===== config.mk =====
export PLATFORM = sky130hd
export DESIGN_NAME = tlc_loop_unit
export DESIGN_NICKNAME = d
export VERILOG_FILES = /design/src/verilog/tlc_pkg.sv /design/src/verilog/tlc_fifo.sv /design/src/verilog/tlc_loop_unit.sv
export SDC_FILE = /design/constraint.sdc
export NUM_CORES = 1
export LEC_CHECK = 0
export CORE_MARGIN = 2
export CORE_UTILIZATION = 60
export DETAILED_ROUTE_END_ITERATION = 12
export DONT_BUFFER_PORTS = 1
export PLACE_DENSITY_LB_ADDON = 0.05
export REMOVE_ABC_BUFFERS = 1
export SETUP_SLACK_MARGIN = 0.3
export SLEW_MARGIN = 0
export SYNTH_ARGS = -nofsm -noshare
export SYNTH_HDL_FRONTEND = slang
export SYNTH_SLANG_ARGS = --single-unit

===== constraint.sdc =====
create_clock -name CORE_CLK -period 4.2 [get_ports CORE_CLK]
set_input_delay 0.42 -clock CORE_CLK [delete_from_list [all_inputs] [get_ports CORE_CLK]]
set_output_delay 0.42 -clock CORE_CLK [all_outputs]
set_load 0.005 [all_outputs]

===== src/verilog/tlc_pkg.sv =====
// tlc_pkg: shared types and constants of the loop code unit.
// assumes one core clock; bit slots are marked by strobes from the framer.
`default_nettype none
package tlc_pkg;
    typedef enum logic [1:0] {
        FRM_ESF = 2'h0,
        FRM_SF = 2'h1,
        FRM_SLC = 2'h2,
        FRM_DM = 2'h3
    } tlc_framing_t;

    // in-band: line, net unit 4, net unit 5; out-band: line, payload, net unit
    typedef enum logic [1:0] {
        CODE_LINE = 2'h0,
        CODE_NIU4 = 2'h1,
        CODE_NIU5 = 2'h2,
        CODE_PAYLOAD = 2'h3
    } tlc_code_t;

    typedef enum logic [2:0] {
        GEN_IDLE = 3'b001,
        GEN_UP = 3'b010,
        GEN_DOWN = 3'b100
    } tlc_gen_t;

    // position marks of the current transmit bit slot
    typedef struct packed {
        logic fbit;
        logic dl;
        logic e1_abit;
        logic e1_ybit;
    } tlc_pos_t;

    // one line bit and its framing mark
    typedef struct packed {
        logic data;
        logic fbit;
    } tlc_lbit_t;

    localparam int LB_W = 2;
    localparam tlc_lbit_t LB_ONES = 2'h2;

    // in-band patterns, first bit sent is bit (len-1)
    localparam logic [4:0] IB_LINE_UP = 5'h10;
    localparam logic [2:0] IB_LINE_UP_LEN = 3'h5;
    localparam logic [4:0] IB_LINE_DN = 5'h04;
    localparam logic [2:0] IB_LINE_DN_LEN = 3'h3;
    localparam logic [4:0] IB_NIU4_UP = 5'h0C;
    localparam logic [2:0] IB_NIU4_UP_LEN = 3'h4;
    localparam logic [4:0] IB_NIU4_DN = 5'h0E;
    localparam logic [2:0] IB_NIU4_DN_LEN = 3'h4;
    localparam logic [4:0] IB_NIU5_UP = 5'h18;
    localparam logic [2:0] IB_NIU5_UP_LEN = 3'h5;
    localparam logic [4:0] IB_NIU5_DN = 5'h1C;
    localparam logic [2:0] IB_NIU5_DN_LEN = 3'h5;
    localparam int IB_MAX = 5;

    // out-band codewords, sent msb first
    localparam logic [15:0] OB_LINE_UP = 16'h0EFF;
    localparam logic [15:0] OB_LINE_DN = 16'h38FF;
    localparam logic [15:0] OB_PAY_UP = 16'h14FF;
    localparam logic [15:0] OB_PAY_DN = 16'h32FF;
    localparam logic [15:0] OB_NIU_UP = 16'h12FF;
    localparam logic [15:0] OB_NIU_DN = 16'h24FF;
    localparam logic [3:0] OB_LAST = 4'hF;
endpackage
`default_nettype wire


===== src/verilog/tlc_fifo.sv =====
// tlc_fifo: synchronous fifo with valid/ready on both sides.
// assumes one clock and a synchronous active-low reset.
`default_nettype none
module tlc_fifo #(
    parameter int W = 2,
    parameter int DEPTH = 16
) (
    input wire logic clk,
    input wire logic nrst,
    input wire logic in_valid,
    output logic in_ready,
    input wire logic [W-1:0] in_data,
    output logic out_valid,
    input wire logic out_ready,
    output logic [W-1:0] out_data,
    output logic [$clog2(DEPTH+1)-1:0] count
);
    localparam int AW = $clog2(DEPTH);
    localparam int CW = $clog2(DEPTH+1);
    logic [W-1:0] mem [DEPTH];
    logic [AW-1:0] wp, rp, next_wp, next_rp;
    logic [CW-1:0] next_count;
    logic push, pop;

    assign in_ready = (count != CW'(DEPTH));
    assign out_valid = (count != '0);
    assign out_data = mem[rp];
    assign push = in_valid && in_ready;
    assign pop = out_valid && out_ready;

    always_comb begin
        next_wp = push ? AW'(wp + 1'b1) : wp;
        next_rp = pop ? AW'(rp + 1'b1) : rp;
        next_count = count;
        if (push && !pop) begin
            next_count = CW'(count + 1'b1);
        end else if (pop && !push) begin
            next_count = CW'(count - 1'b1);
        end
    end

    always_ff @(posedge clk) begin
        if (!nrst) begin
            wp <= '0;
            rp <= '0;
            count <= '0;
        end else begin
            wp <= next_wp;
            rp <= next_rp;
            count <= next_count;
        end
    end

    // storage carries no reset; occupancy guards every read
    always_ff @(posedge clk) begin
        if (push) begin
            mem[wp] <= in_data;
        end
    end
endmodule // tlc_fifo
`default_nettype wire


===== src/verilog/tlc_loop_unit.sv =====
// tlc_loop_unit: t1 loop code generator/detector, loopback steering and
// e1 remote alarm bit insertion on the transmit bit stream.
// assumes a framer on the same clock strobes RX_VALID per received bit and
// TX_REQ per transmit slot, with the slot's position marks on TX_POS.
`default_nettype none
// Operation
// - in e1 with remote alarm on, timeslot 0 a bit is sent as one.
// - in e1 with multiframe remote alarm on, the timeslot 16 y bit is one.
// - e1 mode turns off all loop code generation, detection and looping.
// - out-band codes are used only with esf framing, else in-band.
// - loop-up command sends the up code, loop-down command the down code.
// - in-band codes repeat 10000/100, 1100/1110 and 11000/11100.
// - out-band codewords are sent as printed, eight bits then ones.
// - inserted mode lets framing bits replace code bits, overwritten not.
// - with auto response, loop-up detect loops the tester, loop-down frees.
// - line loop control up sends the whole received stream to transmit.
// - payload loop control up sends the received payload to transmit.
// - loop-up lamp is lit while a loop-up code is detected.
// - loop-down lamp is lit while a loop-down code is detected.
// - alarm indication replaces all transmit data by unframed ones.
module tlc_loop_unit
    import tlc_pkg::*;
#(
    parameter int unsigned QUAL_BITS = 32'h0000_1388,
    parameter int FIFO_DEPTH = 16
) (
    input wire logic CORE_CLK,
    input wire logic NRST,
    input wire logic E1_MODE,
    input wire tlc_framing_t FRAMING,
    input wire logic OUT_BAND,
    input wire tlc_code_t CODE_SEL,
    input wire logic INSERTED,
    input wire logic LOOP_UP_CMD,
    input wire logic LOOP_DOWN_CMD,
    input wire logic GEN_OFF,
    input wire logic AUTO_RESP,
    input wire logic LINE_LOOP_CTL,
    input wire logic PAYLOAD_LOOP_CTL,
    input wire logic AIS_EN,
    input wire logic RAI_EN,
    input wire logic MULTIFRAME_REMOTE_ALARM_EN,
    input wire logic RX_VALID,
    input wire tlc_lbit_t RX_BIT,
    output logic RX_READY,
    input wire logic TX_REQ,
    input wire tlc_pos_t TX_POS,
    input wire logic TX_LOCAL,
    output logic TX_OUT,
    output logic TX_VALID,
    output logic LOOPUP_LAMP,
    output logic LOOP_DOWN_SEEN_LAMP,
    output logic LOOPED,
    output logic LINE_LOOPED,
    output logic PAYLOAD_LOOPED
);
    localparam int CW = $clog2(FIFO_DEPTH+1);
    localparam logic [CW-1:0] RDY_LIMIT = CW'(FIFO_DEPTH - 2);

    // in-band code lookup: {length, pattern}
    function automatic logic [7:0] ib_code(input tlc_code_t sel, input logic up);
        logic [7:0] r;
        unique case (sel)
            CODE_NIU4: r = up ? {IB_NIU4_UP_LEN, IB_NIU4_UP} : {IB_NIU4_DN_LEN, IB_NIU4_DN};
            CODE_NIU5: r = up ? {IB_NIU5_UP_LEN, IB_NIU5_UP} : {IB_NIU5_DN_LEN, IB_NIU5_DN};
            // no in-band payload code; line code stands in
            default: r = up ? {IB_LINE_UP_LEN, IB_LINE_UP} : {IB_LINE_DN_LEN, IB_LINE_DN};
        endcase
        return r;
    endfunction

    function automatic logic [15:0] ob_code(input tlc_code_t sel, input logic up);
        logic [15:0] r;
        unique case (sel)
            CODE_LINE: r = up ? OB_LINE_UP : OB_LINE_DN;
            CODE_PAYLOAD: r = up ? OB_PAY_UP : OB_PAY_DN;
            default: r = up ? OB_NIU_UP : OB_NIU_DN;
        endcase
        return r;
    endfunction

    // true when the newest len bits are a rotation of the pattern
    function automatic logic rot_match(input logic [IB_MAX-1:0] h,
                                       input logic [4:0] pat, input logic [2:0] len);
        logic hit, ok;
        int k;
        hit = 1'b0;
        for (int r = 0; r < IB_MAX; r++) begin
            ok = (r < int'(len));
            for (int i = 0; i < IB_MAX; i++) begin
                k = (i + r >= int'(len)) ? i + r - int'(len) : i + r;
                if (i < int'(len) && k < IB_MAX && h[i] != pat[k]) begin
                    ok = 1'b0;
                end
            end
            hit = hit | ok;
        end
        return hit;
    endfunction

    logic t1;
    logic ob_ok;
    logic rx_take;
    logic det_bit;
    logic loop_any;
    assign t1 = !E1_MODE;
    assign ob_ok = OUT_BAND && (FRAMING == FRM_ESF);
    assign rx_take = RX_VALID && RX_READY;
    // framing bits carry no code in inserted mode
    assign det_bit = rx_take && t1 && !(INSERTED && RX_BIT.fbit);
    assign loop_any = LINE_LOOPED || PAYLOAD_LOOPED;

    // receive history, newest bit in position 0
    logic [IB_MAX-1:0] hist, next_hist;
    always_comb begin
        next_hist = hist;
        if (det_bit) begin
            next_hist = {hist[IB_MAX-2:0], RX_BIT.data};
        end
    end
    always_ff @(posedge CORE_CLK) begin
        if (!NRST) begin
            hist <= '0;
        end else begin
            hist <= next_hist;
        end
    end

    // detector 0 watches the up code, detector 1 the down code
    logic [1:0] seen;
    genvar d;
    generate
        for (d = 0; d < 2; d++) begin : g_det
            logic [7:0] c;
            logic periodic;
            logic [31:0] cnt, next_cnt;
            logic hit, next_hit;
            assign c = ib_code(CODE_SEL, d == 0);
            assign periodic = (RX_BIT.data == hist[c[7:5] - 3'h1]);
            always_comb begin
                next_cnt = cnt;
                next_hit = hit;
                if (!t1) begin
                    next_cnt = '0;
                    next_hit = 1'b0;
                end else if (det_bit) begin
                    if (!periodic) begin
                        next_cnt = '0;
                        next_hit = 1'b0;
                    end else begin
                        if (cnt < QUAL_BITS) begin
                            next_cnt = 32'(cnt + 1'b1);
                        end
                        if (cnt >= QUAL_BITS && rot_match(next_hist, c[4:0], c[7:5])) begin
                            next_hit = 1'b1;
                        end
                    end
                end
            end
            always_ff @(posedge CORE_CLK) begin
                if (!NRST) begin
                    cnt <= '0;
                    hit <= 1'b0;
                end else begin
                    cnt <= next_cnt;
                    hit <= next_hit;
                end
            end
            assign seen[d] = hit;
        end
    endgenerate

    // loop state and lamps
    logic [1:0] seen_d;
    logic next_looped, next_line, next_pay;
    always_comb begin
        next_looped = LOOPED;
        if (!t1) begin
            next_looped = 1'b0;
        end else if (AUTO_RESP && seen[0] && !seen_d[0]) begin
            next_looped = 1'b1;
        end else if (AUTO_RESP && seen[1] && !seen_d[1]) begin
            next_looped = 1'b0;
        end
        next_line = t1 && (LINE_LOOP_CTL || next_looped);
        next_pay = t1 && PAYLOAD_LOOP_CTL && !next_line;
    end
    always_ff @(posedge CORE_CLK) begin
        if (!NRST) begin
            seen_d <= '0;
            LOOPED <= 1'b0;
            LINE_LOOPED <= 1'b0;
            PAYLOAD_LOOPED <= 1'b0;
            LOOPUP_LAMP <= 1'b0;
            LOOP_DOWN_SEEN_LAMP <= 1'b0;
        end else begin
            seen_d <= seen;
            LOOPED <= next_looped;
            LINE_LOOPED <= next_line;
            PAYLOAD_LOOPED <= next_pay;
            LOOPUP_LAMP <= seen[0];
            LOOP_DOWN_SEEN_LAMP <= seen[1];
        end
    end

    // loop code generator
    tlc_gen_t gen, next_gen;
    logic [3:0] ptr, next_ptr;
    logic [7:0] gc;
    logic [15:0] gw;
    logic code_bit;
    assign gc = ib_code(CODE_SEL, gen == GEN_UP);
    assign gw = ob_code(CODE_SEL, gen == GEN_UP);
    assign code_bit = ob_ok ? gw[OB_LAST - ptr] : gc[3'(gc[7:5] - 3'h1 - ptr[2:0])];

    always_comb begin
        next_gen = gen;
        next_ptr = ptr;
        if (!t1 || GEN_OFF) begin
            next_gen = GEN_IDLE;
            next_ptr = '0;
        end else if (LOOP_UP_CMD) begin
            next_gen = GEN_UP;
            next_ptr = '0;
        end else if (LOOP_DOWN_CMD) begin
            next_gen = GEN_DOWN;
            next_ptr = '0;
        end else if (TX_REQ && gen != GEN_IDLE) begin
            if (ob_ok) begin
                if (TX_POS.dl) begin
                    next_ptr = 4'(ptr + 1'b1);
                end
            end else if (ptr[2:0] == 3'(gc[7:5] - 3'h1)) begin
                next_ptr = '0;
            end else begin
                next_ptr = 4'(ptr + 1'b1);
            end
        end
    end
    always_ff @(posedge CORE_CLK) begin
        if (!NRST) begin
            gen <= GEN_IDLE;
            ptr <= '0;
        end else begin
            gen <= next_gen;
            ptr <= next_ptr;
        end
    end

    // loopback buffer: received bits wait here for transmit slots
    logic f_in_ready, f_out_valid, f_pop;
    logic [LB_W-1:0] f_out;
    logic [CW-1:0] f_cnt;
    tlc_lbit_t lb;
    assign f_pop = TX_REQ && loop_any;
    assign lb = f_out_valid ? tlc_lbit_t'(f_out) : LB_ONES;

    tlc_fifo #(
        .W(LB_W),
        .DEPTH(FIFO_DEPTH)
    ) u_fifo (
        .clk(CORE_CLK),
        .nrst(NRST),
        .in_valid(rx_take && loop_any),
        .in_ready(f_in_ready),
        .in_data(RX_BIT),
        .out_valid(f_out_valid),
        .out_ready(f_pop),
        .out_data(f_out),
        .count(f_cnt)
    );

    // transmit mux
    logic tx_bit, next_tx_out, next_rx_ready;
    always_comb begin
        tx_bit = TX_LOCAL;
        if (AIS_EN) begin
            tx_bit = 1'b1;
        end else if (!t1) begin
            if (RAI_EN && TX_POS.e1_abit) begin
                tx_bit = 1'b1;
            end
            if (MULTIFRAME_REMOTE_ALARM_EN && TX_POS.e1_ybit) begin
                tx_bit = 1'b1;
            end
        end else if (LINE_LOOPED) begin
            tx_bit = lb.data;
        end else if (PAYLOAD_LOOPED) begin
            tx_bit = TX_POS.fbit ? TX_LOCAL : lb.data;
        end else if (gen != GEN_IDLE) begin
            if (ob_ok) begin
                tx_bit = TX_POS.dl ? code_bit : TX_LOCAL;
            end else begin
                tx_bit = (INSERTED && TX_POS.fbit) ? TX_LOCAL : code_bit;
            end
        end
        next_tx_out = TX_REQ ? tx_bit : TX_OUT;
        // two words of margin cover the registered ready lag
        next_rx_ready = !loop_any || (f_in_ready && f_cnt < RDY_LIMIT);
    end
    always_ff @(posedge CORE_CLK) begin
        if (!NRST) begin
            TX_OUT <= 1'b1;
            TX_VALID <= 1'b0;
            RX_READY <= 1'b1;
        end else begin
            TX_OUT <= next_tx_out;
            TX_VALID <= TX_REQ;
            RX_READY <= next_rx_ready;
        end
    end
endmodule // tlc_loop_unit
`default_nettype wire


==> key figures <==
Floorplanning
  • IO Count: 35
  • Die area: 0.0118 mm2
  • Initial core utilization: 60.9%
  • Die Wd: 108 um
  • Die height: 108 um
  • Row cnt: 38
  • Core area: 0.0107 mm2

Place
  • Worst slack, placed: 0.966 ns
  • DP Area: 0.00658 mm2
  • GPL Wtd Cong: 0.945
  • DP HPWL: 10.4 mm
  • IO buf count: 0
  • Placed insts: 856

Synth
  • Mapped cell area: 0.00654 mm2
  • Synth cell types: 66
  • Yosys top cell area share: 31.5%
  • FF+latch count, synth: 119
  • Top cells by area, synth: dfxtp_1 32%, edfxtp_1 7.3%, ha_1 5.0%, nor2_1 3.3%, and2_1 3.3%
  • Post-synth EDFFs: 16
  • Synth area leader: dfxtp_1
  • Synthesized area per cell: 8.68 um2
  • Asr flop ratio synth: 0%
  • Post-synthesis sequential area ratio: 38.9%
  • Commonest register cell after synthesis: dfxtp_1
  • Synthesis Warnings: 0
  • Cell count after synthesis: 754

Clock tree
  • Setup bufs post-CTS: 0
  • Clk buf depth: 2
  • Clock Latency Late Sink: 0.54 ns
  • CTS H-tree lvls: 4
  • CTS Sinks: 119
  • CTS tree: built
  • # resized after CTS: 0
  • # hold bufs at CTS: 7
  • CTS buffer count: 17
  • CTS root buf: clkbuf_8
  • Worst-path clk slew: 0.06 ns

Routing
  • Routed length per instance: 17.4 um
  • Vias per Instance: 6.31
  • Pre-antenna DRT Iters: 5
  • Routed Antenna Nets: 0
  • WL final: 15.6 mm
  • DRC: 0
  • Drt initial violations: 459
  • Via Count: 5651

Critical path
  • CP required: 4.67 ns
  • CP most frequent cell: a21oi_1
  • Crit path DAT: 3.74 ns
  • Crit-path max cell delay: 0.54 ns
  • Crit Path Class: reg -> reg
  • Worst setup SP type: register
  • CP Cell Sequence: and2_1 > o21ai_0 > a21oi_1 > ha_1 > inv_1 > fa_1 > a21o_1 > a21oi_1 > xnor2_1 > or3_1 > a21boi_0
  • CP max FO: 10
  • Critical Path Slowest Stage Cell: a21oi_1
  • CP Capture Type: register

Run
  • Max Cap Viol: 0

Global routing
  • Remaining Overflow, GRT: 0
  • Initial antenna violation count: 0
  • Vias in the first global route: 5479
  • Pin count of the biggest net entering global routing: 28
  • Total Routing Usage GR: 28.4%
  • First-pass GRT wire length: 26.2 mm

Timing
  • RSZ-0062 raised after global routing: false
  • Final hold violation count: 0
  • Final period util: 77.8%
  • Relative slew slack: 41.7%
  • Fmax: 306 MHz
  • Hold WS: 0.0138 ns
  • Final setup fails: 0
  • Slew @ Worst Pin: 0.868 ns
  • Pins Over Slew Limit: 0
  • Final worst setup slack: 0.934 ns
  • Layout Skew: 0.00871 ns
  • Post-layout min period: 3.27 ns
  • Setup tns final: 0 ns

Power
  • Worst IR drop on VDD: 0.392 mV
  • Power Density: 425 mW/mm2
  • Leak pwr: 2.66 nW
  • Design Power: 3.13 mW

Layout
  • Layout area overhead: 12.5%
  • Non-filler cells, final: 895
  • # diodes: 0
  • Design area: 0.00736 mm2
  • Finished Core Util: 68.5%
  • Nets: 798
  • Share of cells above drive strength 1: 7.28%

Worst hold path
  • Hold crit path type: in -> reg

Status
  • Status: finished, final reports clean
-- path summary, 6_finish.rpt --
| path | startpoint | end | slack, ns | cells past startpoint |
|---|---|---|---|---|
| worst min-delay path | NRST | u_fifo.count[2] | 0.01 | 1 |
| worst max-delay path | RX_READY | u_fifo.count[4] | 0.93 | 11 |
| worst min register to register | g_det[0].cnt[31] | g_det[0].cnt[31] | 0.46 | 1 |
| worst max register to register | RX_READY | u_fifo.count[4] | 0.93 | 11 |
-- kinds of logic after synthesis --
logic type	Yosys count	share of synthesized area (%)
compound gates	168	17.4
flops	119	38.9
buf+inv	76	4.61
mux	14	2.96
fa+ha+maj	29	5.89
xor+xnor	33	4.42
simple gates	315	25.8
-- critical path, delay by kind of cell, from the launching register on --
| kind | cells | cell delay, ns |
|---|---|---|
| fa+ha+maj | 2 | 0.73 |
| buf+inv | 1 | 0.11 |
| compound gates | 5 | 1.21 |
| flops | 1 | 0.39 |
| xor+xnor | 1 | 0.10 |
| simple gates | 2 | 0.66 |
-- cell usage in the layout, fill, tap and decap left out, drive strengths merged, types with 5 or more instances in the layout --
master       count
ha              26
bufinv           6
nor2b            9
edfxtp          16
o21a            15
nand2           52
nor4            29
a21oi           42
or4              9
mux2i            7
xor2            15
o21ai           31
or3             18
o31ai            7
clkbuf          19
a211oi           8
dfxtp          103
inv             33
and3            22
o211ai          11
xnor2           18
a21boi           5
nor2            57
nand2b          14
buf              7
nor3            16
dlygate4sd3      7
nand3           22
and2            35
nand4           14
-- metal layers --
metal,global-route usage (%),wire [um],vias to the layer above
li1,-,-,2738
met1,35.7,6700,2659
met2,47.2,7470,209
met3,6.21,1040,45
met4,11.8,385,0
met5,0,0,-
-- synthesized netlist by cell type (all sizes together), types with 3 or more instances --
library cell	number
or3	18
mux2i	7
or4	9
buf	8
a21boi	5
clkbuf	37
a21o	4
mux2	3
o2111ai	4
a211oi	8
o2111a	3
inv	31
o21a	15
edfxtp	16
xnor2	18
fa	3
o21ai	31
a31oi	3
nor4	29
or2	4
nand2	52
nor2	57
and2	35
o311ai	3
nand3	22
nand2b	14
a22oi	3
o41ai	4
and4	4
ha	26
and3	22
nor2b	9
nor3b	4
o211ai	11
mux4	4
a2111oi	4
nand4	14
nor3	16
o31ai	7
a21oi	42
xor2	15
dfxtp	103
-- registers in the layout (all words and copies together) (netlist names), named ones only --
| register | flops |
|---|---|
| u_fifo.rp | 4 |
| hist | 5 |
| g_det.hit | 2 |
| u_fifo.mem | 16 |
| ptr | 4 |
| seen_d | 1 |
| TX_VALID | 1 |
| LOOPED | 1 |
| LOOP_DOWN_SEEN_LAMP | 1 |
| RX_READY | 1 |
| LINE_LOOPED | 1 |
| PAYLOAD_LOOPED | 1 |
| u_fifo.count | 5 |
| TX_OUT | 1 |
| gen | 3 |
| g_det.cnt | 64 |
| u_fifo.wp | 4 |
-- final cells by class --
type | count | area (um2)
clock inverters | 13 | 238
well taps | 140 | 175
inverters | 31 | 116
repair buffers | 14 | 123
clock buffers | 19 | 464
flip-flops and latches | 119 | 2540
fillers | 874 | 3390
multi-input cells | 559 | 3700
-- power by group --
group	total [mW]	switching [mW]	leakage, nW	internal [mW]
combinational	0.227	0.137	1.36	0.0901
sequential	1.18	0.0156	0.975	1.16
clock	1.72	0.560	0.332	1.16
Note: power is estimated with default switching activity, not from simulation.
